<file path="config.mk">
export PLATFORM = sky130hd
export DESIGN_NAME = fsd_top
export DESIGN_NICKNAME = d
export VERILOG_FILES = /design/src/hdl/fsd_pkg.sv /design/src/hdl/fsd_sync.sv /design/src/hdl/fsd_top.sv
export VERILOG_INCLUDE_DIRS = /design/src /design/src/hdl
export SDC_FILE = /design/constraint.sdc
export NUM_CORES = 1
export LEC_CHECK = 0
export BUFFER_PORTS_ARGS = -buffer_cell sky130_fd_sc_hd__buf_4
export CAP_MARGIN = 15
export CELL_PAD_IN_SITES_DETAIL_PLACEMENT = 2
export CELL_PAD_IN_SITES_GLOBAL_PLACEMENT = 2
export CORE_UTILIZATION = 44
export CTS_BUF_LIST = sky130_fd_sc_hd__clkbuf_2
export CTS_CLUSTER_SIZE = 12
export DETAILED_ROUTE_END_ITERATION = 16
export PLACE_DENSITY = 0.95
export SYNTH_ARGS = -nofsm -noshare
export SYNTH_HDL_FRONTEND = slang
export SYNTH_HIERARCHICAL = 1
export SYNTH_SLANG_ARGS = --single-unit
</file>
<file path="constraint.sdc">
create_clock -name sys_clk_i -period 3.4 [get_ports sys_clk_i]
set_input_delay 0.17 -clock sys_clk_i [delete_from_list [all_inputs] [get_ports sys_clk_i]]
set_output_delay 0.17 -clock sys_clk_i [all_outputs]
set_load 0.01 [all_outputs]
</file>
<file path="src/hdl/fsd_consts.svh">
// Constants for the flash status and deep sleep block
`ifndef FSD_CONSTS_SVH
`define FSD_CONSTS_SVH

// ==========================================
// Opcodes
`define FSD_OP_SLEEP 8'hb9
`define FSD_OP_WAKE 8'hab
`define FSD_OP_STATUS 8'hd7

// ==========================================
// Status byte two field positions
`define FSD_S2_READY 7
`define FSD_S2_SPARE_HI 6
`define FSD_S2_FAIL 5
`define FSD_S2_SPARE_LO 4
`define FSD_S2_LOCKDOWN 3
`define FSD_S2_BUF_TWO 2
`define FSD_S2_BUF_ONE 1
`define FSD_S2_ERASE 0

// ==========================================
// Status byte one field positions
`define FSD_S1_READY 7
`define FSD_S1_COMPARE 6
`define FSD_S1_CAP_HI 5
`define FSD_S1_CAP_LO 2
`define FSD_S1_PROTECT 1
`define FSD_S1_GEOMETRY 0

// ==========================================
// Reset values and fixed codes
`define FSD_SPARE_VAL 1'b0
`define FSD_S2_RST 8'h80
// Capacity code value is arbitrary
`define FSD_CAP_CODE 4'h5
`define FSD_GEOM_528 1'b0
`define FSD_GEOM_512 1'b1
`define FSD_PIN_RST 3'h7

// ==========================================
// Timing
`define FSD_CLK_MHZ 125
`define FSD_SLEEP_ENTRY_NS 1000
`define FSD_SLEEP_EXIT_NS 1000

`endif

</file>
<file path="src/hdl/fsd_pkg.sv">
// Types for the flash status and deep sleep block
package fsd_pkg;

  // ==========================================
  // Power state
  typedef enum logic [2:0] {
    FSD_STANDBY,
    FSD_ENTERING,
    FSD_ASLEEP,
    FSD_WAKING
  } fsd_pwr_t;

  typedef logic [7:0] fsd_byte_t;

endpackage

</file>
<file path="src/hdl/fsd_sync.sv">
// Two-stage synchroniser for pins from outside the clock domain
`timescale 1ns/1ps
module fsd_sync #(
  parameter int W = 1,
  parameter logic [W-1:0] RST = '0
) (
  // Clock and reset
  input wire logic sys_clk_i,
  input wire logic resetn_i,
  // Data
  input wire logic [W-1:0] d_i,
  output logic [W-1:0] q_o
);

  logic [W-1:0] meta;

  always_ff @(posedge sys_clk_i or negedge resetn_i) begin
    if (!resetn_i) begin
      meta <= RST;
      q_o <= RST;
    end else begin
      meta <= d_i;
      q_o <= meta;
    end
  end

endmodule

</file>
<file path="src/hdl/fsd_top.sv">
// Status byte two, status read and deep sleep command interpreter
`timescale 1ns/1ps
`include "fsd_consts.svh"

// Notes on behaviour
// Host keeps reading status until the ready bit rises from 0 to 1.
// Bit 5 reads 1 after a failed erase or program, 0 after success.
// An aborted erase or program leaves the failure bit clear.
// The failure bit is refreshed at the end of every erase and program.
// Bits 6 and 4 of status byte two always read 0.
// Bit 3 reads 1 while sector lockdown is still usable, else 0.
// Bit 2 shows buffer-two program suspend; buffer-two writes are then ignored.
// Bit 1 shows buffer-one program suspend; buffer-one writes are then ignored.
// Bit 0 reads 1 while any page, block or sector erase is suspended.
// Compare bit holds latest page-versus-buffer result, 1 on any mismatch.
// A fixed four-bit capacity code appears in status byte one.
// Protect bit shows sector protection, enabled by command or pin.
// Geometry bit tells 512-byte from 528-byte page configuration.
// Standby whenever deselected and no internal operation runs.
// Asleep, every command except resume is ignored, status read too.
// Opcode B9h then deselect enters deep sleep after a bounded delay.
// Short or unaligned sleep command aborts and stays in standby.
// After reset the block starts in standby.
// Sleep command ignored while a self-timed program or erase runs.
// Opcode ABh then deselect returns to standby after a bounded delay.
// Short or unaligned resume command aborts and stays asleep.
// Host waits for standby after resume before ordinary commands.
// Opcode D7h streams both status bytes, repeating while selected.
// Geometry bit reads 0 for 528 bytes and 1 for 512 bytes.
// Entry and exit delays are cycle counts; link activity then ignored.
module fsd_top #(
  parameter int ENTRY_NS = `FSD_SLEEP_ENTRY_NS,
  parameter int EXIT_NS = `FSD_SLEEP_EXIT_NS
) (
  // Clock and reset
  input wire logic sys_clk_i,
  input wire logic resetn_i,
  // Serial link pins
  input wire logic cs_n_i,
  input wire logic sck_i,
  input wire logic si_i,
  output logic so_o,
  output logic so_oe_o,
  // Internal operation state
  input wire logic op_busy_i,
  input wire logic op_done_i,
  input wire logic op_fail_i,
  input wire logic op_abort_i,
  input wire logic cmp_done_i,
  input wire logic cmp_mismatch_i,
  input wire logic lockdown_allowed_i,
  input wire logic buf_two_prog_suspended_i,
  input wire logic buf_one_prog_suspended_i,
  input wire logic erase_suspended_i,
  input wire logic protect_i,
  input wire logic page_512_i,
  // Status and power outputs
  output fsd_pkg::fsd_byte_t status_byte_two_o,
  output logic standby_o,
  output logic deep_sleep_o,
  // Commands and buffer write guards forwarded to the rest of the device
  output logic cmd_valid_o,
  output fsd_pkg::fsd_byte_t cmd_opcode_o,
  output logic buf_one_guard_o,
  output logic buf_two_guard_o
);
  import fsd_pkg::*;

  // ==========================================
  // Delay counts
  localparam int ENTRY_CYC_RAW = (ENTRY_NS * `FSD_CLK_MHZ) / 1000;
  localparam int EXIT_CYC_RAW = (EXIT_NS * `FSD_CLK_MHZ) / 1000;
  localparam int ENTRY_CYC = (ENTRY_CYC_RAW < 1) ? 1 : ENTRY_CYC_RAW;
  localparam int EXIT_CYC = (EXIT_CYC_RAW < 1) ? 1 : EXIT_CYC_RAW;
  localparam logic [15:0] ENTRY_LAST = 16'(ENTRY_CYC - 1);
  localparam logic [15:0] EXIT_LAST = 16'(EXIT_CYC - 1);

  // ==========================================
  // Pin synchronisation
  logic [2:0] pins_s;
  logic cs_n_s;
  logic sck_s;
  logic si_s;
  logic cs_n_d;
  logic sck_d;

  fsd_sync #(
    .W(3),
    .RST(`FSD_PIN_RST)
  ) u_sync (
    .sys_clk_i(sys_clk_i),
    .resetn_i(resetn_i),
    .d_i({cs_n_i, sck_i, si_i}),
    .q_o(pins_s)
  );

  assign cs_n_s = pins_s[2];
  assign sck_s = pins_s[1];
  assign si_s = pins_s[0];

  // Previous synchronised levels for edge detection
  always_ff @(posedge sys_clk_i or negedge resetn_i) begin
    if (!resetn_i) begin
      cs_n_d <= 1'b1;
      sck_d <= 1'b1;
    end else begin
      cs_n_d <= cs_n_s;
      sck_d <= sck_s;
    end
  end

  logic sel_start;
  logic sel_end;
  logic sck_rise;
  logic sck_fall;

  assign sel_start = cs_n_d & ~cs_n_s;
  assign sel_end = ~cs_n_d & cs_n_s;
  assign sck_rise = ~cs_n_s & ~sck_d & sck_s;
  assign sck_fall = ~cs_n_s & sck_d & ~sck_s;

  // ==========================================
  // Opcode shifter
  logic [6:0] shreg;
  logic [2:0] bit_cnt;
  logic got_op;
  fsd_byte_t opcode;

  // Later bytes of a frame never replace the first opcode
  always_ff @(posedge sys_clk_i or negedge resetn_i) begin
    if (!resetn_i) begin
      shreg <= 7'h00;
      bit_cnt <= 3'h0;
      got_op <= 1'b0;
      opcode <= 8'h00;
    end else if (sel_start) begin
      bit_cnt <= 3'h0;
      got_op <= 1'b0;
    end else if (sck_rise) begin
      shreg <= {shreg[5:0], si_s};
      bit_cnt <= bit_cnt + 3'h1;
      if (bit_cnt == 3'h7 && !got_op) begin
        opcode <= {shreg, si_s};
        got_op <= 1'b1;
      end
    end
  end

  // Whole opcode in and deselected on a byte boundary
  logic framed;
  assign framed = got_op & (bit_cnt == 3'h0);

  // ==========================================
  // Power state machine
  fsd_pwr_t pwr;
  logic [15:0] dly_cnt;
  logic awake;

  assign awake = (pwr == FSD_STANDBY);

  always_ff @(posedge sys_clk_i or negedge resetn_i) begin
    if (!resetn_i) begin
      pwr <= FSD_STANDBY;
      dly_cnt <= 16'h0000;
    end else begin
      unique case (pwr)
        FSD_STANDBY: begin
          dly_cnt <= 16'h0000;
          if (sel_end && framed && opcode == `FSD_OP_SLEEP && !op_busy_i) begin
            pwr <= FSD_ENTERING;
          end
        end
        FSD_ENTERING: begin
          dly_cnt <= dly_cnt + 16'h0001;
          if (dly_cnt == ENTRY_LAST) begin
            pwr <= FSD_ASLEEP;
          end
        end
        FSD_ASLEEP: begin
          dly_cnt <= 16'h0000;
          if (sel_end && framed && opcode == `FSD_OP_WAKE) begin
            pwr <= FSD_WAKING;
          end
        end
        FSD_WAKING: begin
          dly_cnt <= dly_cnt + 16'h0001;
          if (dly_cnt == EXIT_LAST) begin
            pwr <= FSD_STANDBY;
          end
        end
        // Unused codes of the state register fall back to standby
        default: begin
          pwr <= FSD_STANDBY;
          dly_cnt <= 16'h0000;
        end
      endcase
    end
  end

  always_ff @(posedge sys_clk_i or negedge resetn_i) begin
    if (!resetn_i) begin
      standby_o <= 1'b1;
    end else begin
      standby_o <= awake & cs_n_s & ~op_busy_i;
    end
  end

  always_ff @(posedge sys_clk_i or negedge resetn_i) begin
    if (!resetn_i) begin
      deep_sleep_o <= 1'b0;
    end else begin
      deep_sleep_o <= (pwr == FSD_ASLEEP);
    end
  end

  // ==========================================
  // Status flags
  logic fail_flag;
  logic cmp_flag;

  always_ff @(posedge sys_clk_i or negedge resetn_i) begin
    if (!resetn_i) begin
      fail_flag <= 1'b0;
    end else if (op_done_i) begin
      fail_flag <= op_fail_i & ~op_abort_i;
    end
  end

  always_ff @(posedge sys_clk_i or negedge resetn_i) begin
    if (!resetn_i) begin
      cmp_flag <= 1'b0;
    end else if (cmp_done_i) begin
      cmp_flag <= cmp_mismatch_i;
    end
  end

  fsd_byte_t next_byte_two;
  fsd_byte_t byte_one;

  always_comb begin
    next_byte_two = 8'h00;
    next_byte_two[`FSD_S2_READY] = ~op_busy_i;
    next_byte_two[`FSD_S2_SPARE_HI] = `FSD_SPARE_VAL;
    next_byte_two[`FSD_S2_FAIL] = fail_flag;
    next_byte_two[`FSD_S2_SPARE_LO] = `FSD_SPARE_VAL;
    next_byte_two[`FSD_S2_LOCKDOWN] = lockdown_allowed_i;
    next_byte_two[`FSD_S2_BUF_TWO] = buf_two_prog_suspended_i;
    next_byte_two[`FSD_S2_BUF_ONE] = buf_one_prog_suspended_i;
    next_byte_two[`FSD_S2_ERASE] = erase_suspended_i;
  end

  always_comb begin
    byte_one = 8'h00;
    byte_one[`FSD_S1_READY] = ~op_busy_i;
    byte_one[`FSD_S1_COMPARE] = cmp_flag;
    byte_one[`FSD_S1_CAP_HI:`FSD_S1_CAP_LO] = `FSD_CAP_CODE;
    byte_one[`FSD_S1_PROTECT] = protect_i;
    byte_one[`FSD_S1_GEOMETRY] = page_512_i ? `FSD_GEOM_512 : `FSD_GEOM_528;
  end

  always_ff @(posedge sys_clk_i or negedge resetn_i) begin
    if (!resetn_i) begin
      status_byte_two_o <= `FSD_S2_RST;
    end else begin
      status_byte_two_o <= next_byte_two;
    end
  end

  // Buffer logic drops writes while its program is suspended
  always_ff @(posedge sys_clk_i or negedge resetn_i) begin
    if (!resetn_i) begin
      buf_one_guard_o <= 1'b0;
      buf_two_guard_o <= 1'b0;
    end else begin
      buf_one_guard_o <= buf_one_prog_suspended_i;
      buf_two_guard_o <= buf_two_prog_suspended_i;
    end
  end

  // ==========================================
  // Status read stream
  logic rd_act;
  logic [3:0] rd_idx;
  fsd_byte_t cur_byte;
  fsd_byte_t rd_byte;

  // Byte one first, then byte two, as the bit index runs
  assign cur_byte = rd_idx[3] ? next_byte_two : byte_one;

  always_ff @(posedge sys_clk_i or negedge resetn_i) begin
    if (!resetn_i) begin
      rd_act <= 1'b0;
    end else if (cs_n_s) begin
      rd_act <= 1'b0;
    end else if (sck_rise && bit_cnt == 3'h7 && !got_op) begin
      rd_act <= awake & ({shreg, si_s} == `FSD_OP_STATUS);
    end
  end

  // Each byte is frozen at its first bit so it never mixes two states
  always_ff @(posedge sys_clk_i or negedge resetn_i) begin
    if (!resetn_i) begin
      rd_idx <= 4'h0;
      rd_byte <= 8'h00;
      so_o <= 1'b0;
      so_oe_o <= 1'b0;
    end else if (!rd_act || cs_n_s) begin
      rd_idx <= 4'h0;
      so_oe_o <= 1'b0;
      so_o <= 1'b0;
    end else if (sck_fall) begin
      so_oe_o <= 1'b1;
      rd_idx <= rd_idx + 4'h1;
      if (rd_idx[2:0] == 3'h0) begin
        rd_byte <= cur_byte;
        so_o <= cur_byte[7];
      end else begin
        so_o <= rd_byte[3'h7 - rd_idx[2:0]];
      end
    end
  end

  // ==========================================
  // Command forwarding
  logic own_op;
  assign own_op = (opcode == `FSD_OP_SLEEP) | (opcode == `FSD_OP_WAKE) | (opcode == `FSD_OP_STATUS);

  always_ff @(posedge sys_clk_i or negedge resetn_i) begin
    if (!resetn_i) begin
      cmd_valid_o <= 1'b0;
    end else begin
      cmd_valid_o <= sel_end & got_op & awake & ~own_op;
    end
  end

  // Opcode holds after the pulse so the far side may take it late
  always_ff @(posedge sys_clk_i or negedge resetn_i) begin
    if (!resetn_i) begin
      cmd_opcode_o <= 8'h00;
    end else if (sel_end && got_op && awake) begin
      cmd_opcode_o <= opcode;
    end
  end

endmodule

</file>
==> flow_summary.json <==
{
  "finalSetupViolCount": 0,
  "track_usage": 0.269,
  "rows": 32,
  "cp.required_ps": 3890,
  "start_util": 0.453,
  "power_density_mw_per_mm2": 407,
  "cts_buffers": 9,
  "synthTopCellsByArea": "dfrtp_1 50%, mux2_2 8.1%, dfstp_2 7.6%",
  "fillCellCount": 773,
  "gp_congestion": 0.768,
  "status": "completed",
  "worst-endpoint-arrival_ps": 2510,
  "clkTransAtPathRegs_ps": 260,
  "fin_crit_sh": 0.595,
  "synth_common_cells": "69 x dfrtp_1, 25 x mux2_2, 24 x nor2_1",
  "cpMaxStageDelayCell": "dfrtp_1",
  "hold_viol": 0,
  "die_h_um": 90.9,
  "gr-total-overflow": 0,
  "async_reset_ff_frac": 1.00,
  "wire_per_inst_um": 22.6,
  "avgSynthCellArea_um2": 12.3,
  "portBuffers": 37,
  "synth-edff-count": 0,
  "synthCells": 284,
  "io_pins": 40,
  "final_layout_size_suffix_gt1_frac": 0.299,
  "cts_tree": "yes",
  "startpoint_type": "register",
  "synth_warnings": 6,
  "dr.pass1.iters": 4,
  "seq_area_frac_synth": 0.572,
  "cellLeakagePower_uw": 0.00195,
  "drtIter0Drc": 70,
  "synth_area_mm2": 0.00348,
  "synth_ff_type": "dfrtp_1",
  "fin_tns_setup_ps": 0,
  "relSlewSlack": 0.325,
  "skew_ps": 49.1,
  "cts_sinks": 79,
  "area_growth_pct": 17.5,
  "period_needed_ps": 2020,
  "dp.cells": 415,
  "ys_types": 49,
  "viasPerCell": 5.43,
  "die_area_mm2": 0.00827,
  "irDropWorstVdd_mv": 0.265,
  "dieWidth_um": 90.9,
  "max_freq_mhz": 494,
  "fin_nets": 368,
  "cp-end-kind": "register",
  "synth.most_common_cell": "dfrtp_1",
  "htreeDepth": 3,
  "clock_latency_ps": 550,
  "cp_max_fo": 9,
  "antenna_found_initial": 0,
  "ys_seq_elements": 79,
  "drt-total-wl_um": 10100,
  "grt_start_max_net_pins": 80,
  "vias": 2424,
  "worstPathCellList": "inv_1 > ha_1 > nand3_1 > a41oi_1 > o21a_1",
  "maxCapViolations": 0,
  "maxSlewViolCount": 0,
  "stdcell_count": 446,
  "crit_type": "register to register",
  "min_path_type": "input port to async pin",
  "reg2reg_depth": 5,
  "detail-route-antenna-nets": 0,
  "rsz0062_at_grt": "no",
  "grt_pass1_wl_um": 16300,
  "synth_top_area_share": 0.496,
  "clock-root-buffer": "clkbuf_2",
  "grt_pass1_vias": 2860,
  "antenna_cells": 0,
  "dp_hpwl_um": 6070,
  "slowest_delay_ps": 480,
  "synth.largest_area_cell": "dfrtp_1",
  "core_area_mm2": 0.00769,
  "drc": 0,
  "worstMarginPinSlew_ps": 1010,
  "ctsLongestPathBuffers": 2,
  "postCtsResizedCells": 0
}
-- final cells by class --
cell class	instances	area, µm²	share of cell area
flip-flops and latches	79	1990	0.487
multi-input cells	184	1380	0.338
repair buffers	52	428	0.105
well taps	102	128	0.0312
clock inverters	5	58.8	0.0144
clock buffers	11	55.1	0.0135
inverters	13	48.8	0.0119
-- worst paths after layout --
path,startpoint,endpoint,slack [ps]
worst max register to register,pwr[0],cmd_valid_o,1380
worst min-delay path,resetn_i,dly_cnt[15],250
worst min register to register,u_sync/meta[1],u_sync/q_o[1],340
worst max-delay path,pwr[0],cmd_valid_o,1380
min in group sys_clk_i,lockdown_allowed_i,status_byte_two_o[3],260
max in group asynchronous,resetn_i,opcode[4],2430
-- power by group --
group / internal, µW / total (µW) / switching (µW)
combinational: 61.3 / 116 / 54.9
clock: 176 / 531 / 355
sequential: 981 / 1020 / 36.3
-- worst max-delay path: cells and delay by family, from the launching register on --
family	cells	cell delay, ps
AO/OA/AOI/OAI	2	610
flip-flops	1	480
AND/OR/NAND/NOR	1	400
adder cells (fa/ha/maj)	1	300
buffers and inverters	1	190
-- flip-flops by register name, summed over array words and instances (netlist names) --
register,flops
bit_cnt,3
cmd_opcode_o,8
cmd_valid_o,1
cmp_flag,1
cs_n_d,1
deep_sleep_o,1
dly_cnt,16
fail_flag,1
got_op,1
opcode,8
pwr,2
rd_act,1
rd_byte,8
rd_idx,4
sck_d,1
shreg,7
so_o,1
so_oe_o,1
standby_o,1
status_byte_two_o,6
u_sync/meta,3
u_sync/q_o,3
-- layout by cell type (no fill, tap or decap), types with 3 or more instances in the layout --
cell,n
a21oi_1,7
and3_1,4
buf_4,37
clkbuf_2,11
dfrtp_1,69
dfstp_2,10
dlygate4sd3_1,15
ha_1,12
inv_1,12
mux2_2,25
mux2i_1,3
nand2_1,22
nand3_1,11
nand4_1,6
nor2_1,24
nor2b_1,3
nor3_1,5
o21ai_0,5
o21ai_2,3
xnor2_1,7
xor2_1,9
-- routing by layer --
metal	vias to the layer above	wire [µm]	global-route usage	share of wire
met5	-	0	0	0
met4	0	370	0.134	0.037
met3	25	232	0.0412	0.023
met2	56	5250	0.456	0.52
met1	1264	4210	0.334	0.42
li1	1079	-	-	-
-- cell families (layout without fill, tap and decap cells) --
family	after synthesis	count (layout)	share of synthesized area
DFF	79	79	0.572
other	1	2	0.00108
buffers and inverters	22	81	0.0324
adders and majority gates	12	12	0.0431
AOI/OAI and AO/OA	25	25	0.0446
xor gates and xnor gates	16	16	0.0403
and+or+nand+nor	98	98	0.160
muxes	31	31	0.107
-- metrics by stage --
step / utilization / area (µm²) / hold slack (ps) / setup slack [ps] / power (µW)
2_1_floorplan: - / 3480 / -126 / 1760 / 1070
3_3_place_gp: 0.498 / 3820 / 279 / 1690 / 1120
3_5_place_dp: 0.498 / 3820 / 280 / 1500 / 1130
4_1_cts: 0.532 / 4090 / 234 / 1470 / 1660
5_1_grt: 0.532 / 4090 / 221 / 1230 / 1720
6_report: 0.532 / 4090 / 254 / 1380 / 1660
-- what timing repair did --
item,4_1_cts,5_1_grt
setup endpoints to repair,0,0
setup buffers,0,0
hold buffers,15,0
hold endpoints to repair,85,0
Note: power is estimated with default switching activity, not from simulation.
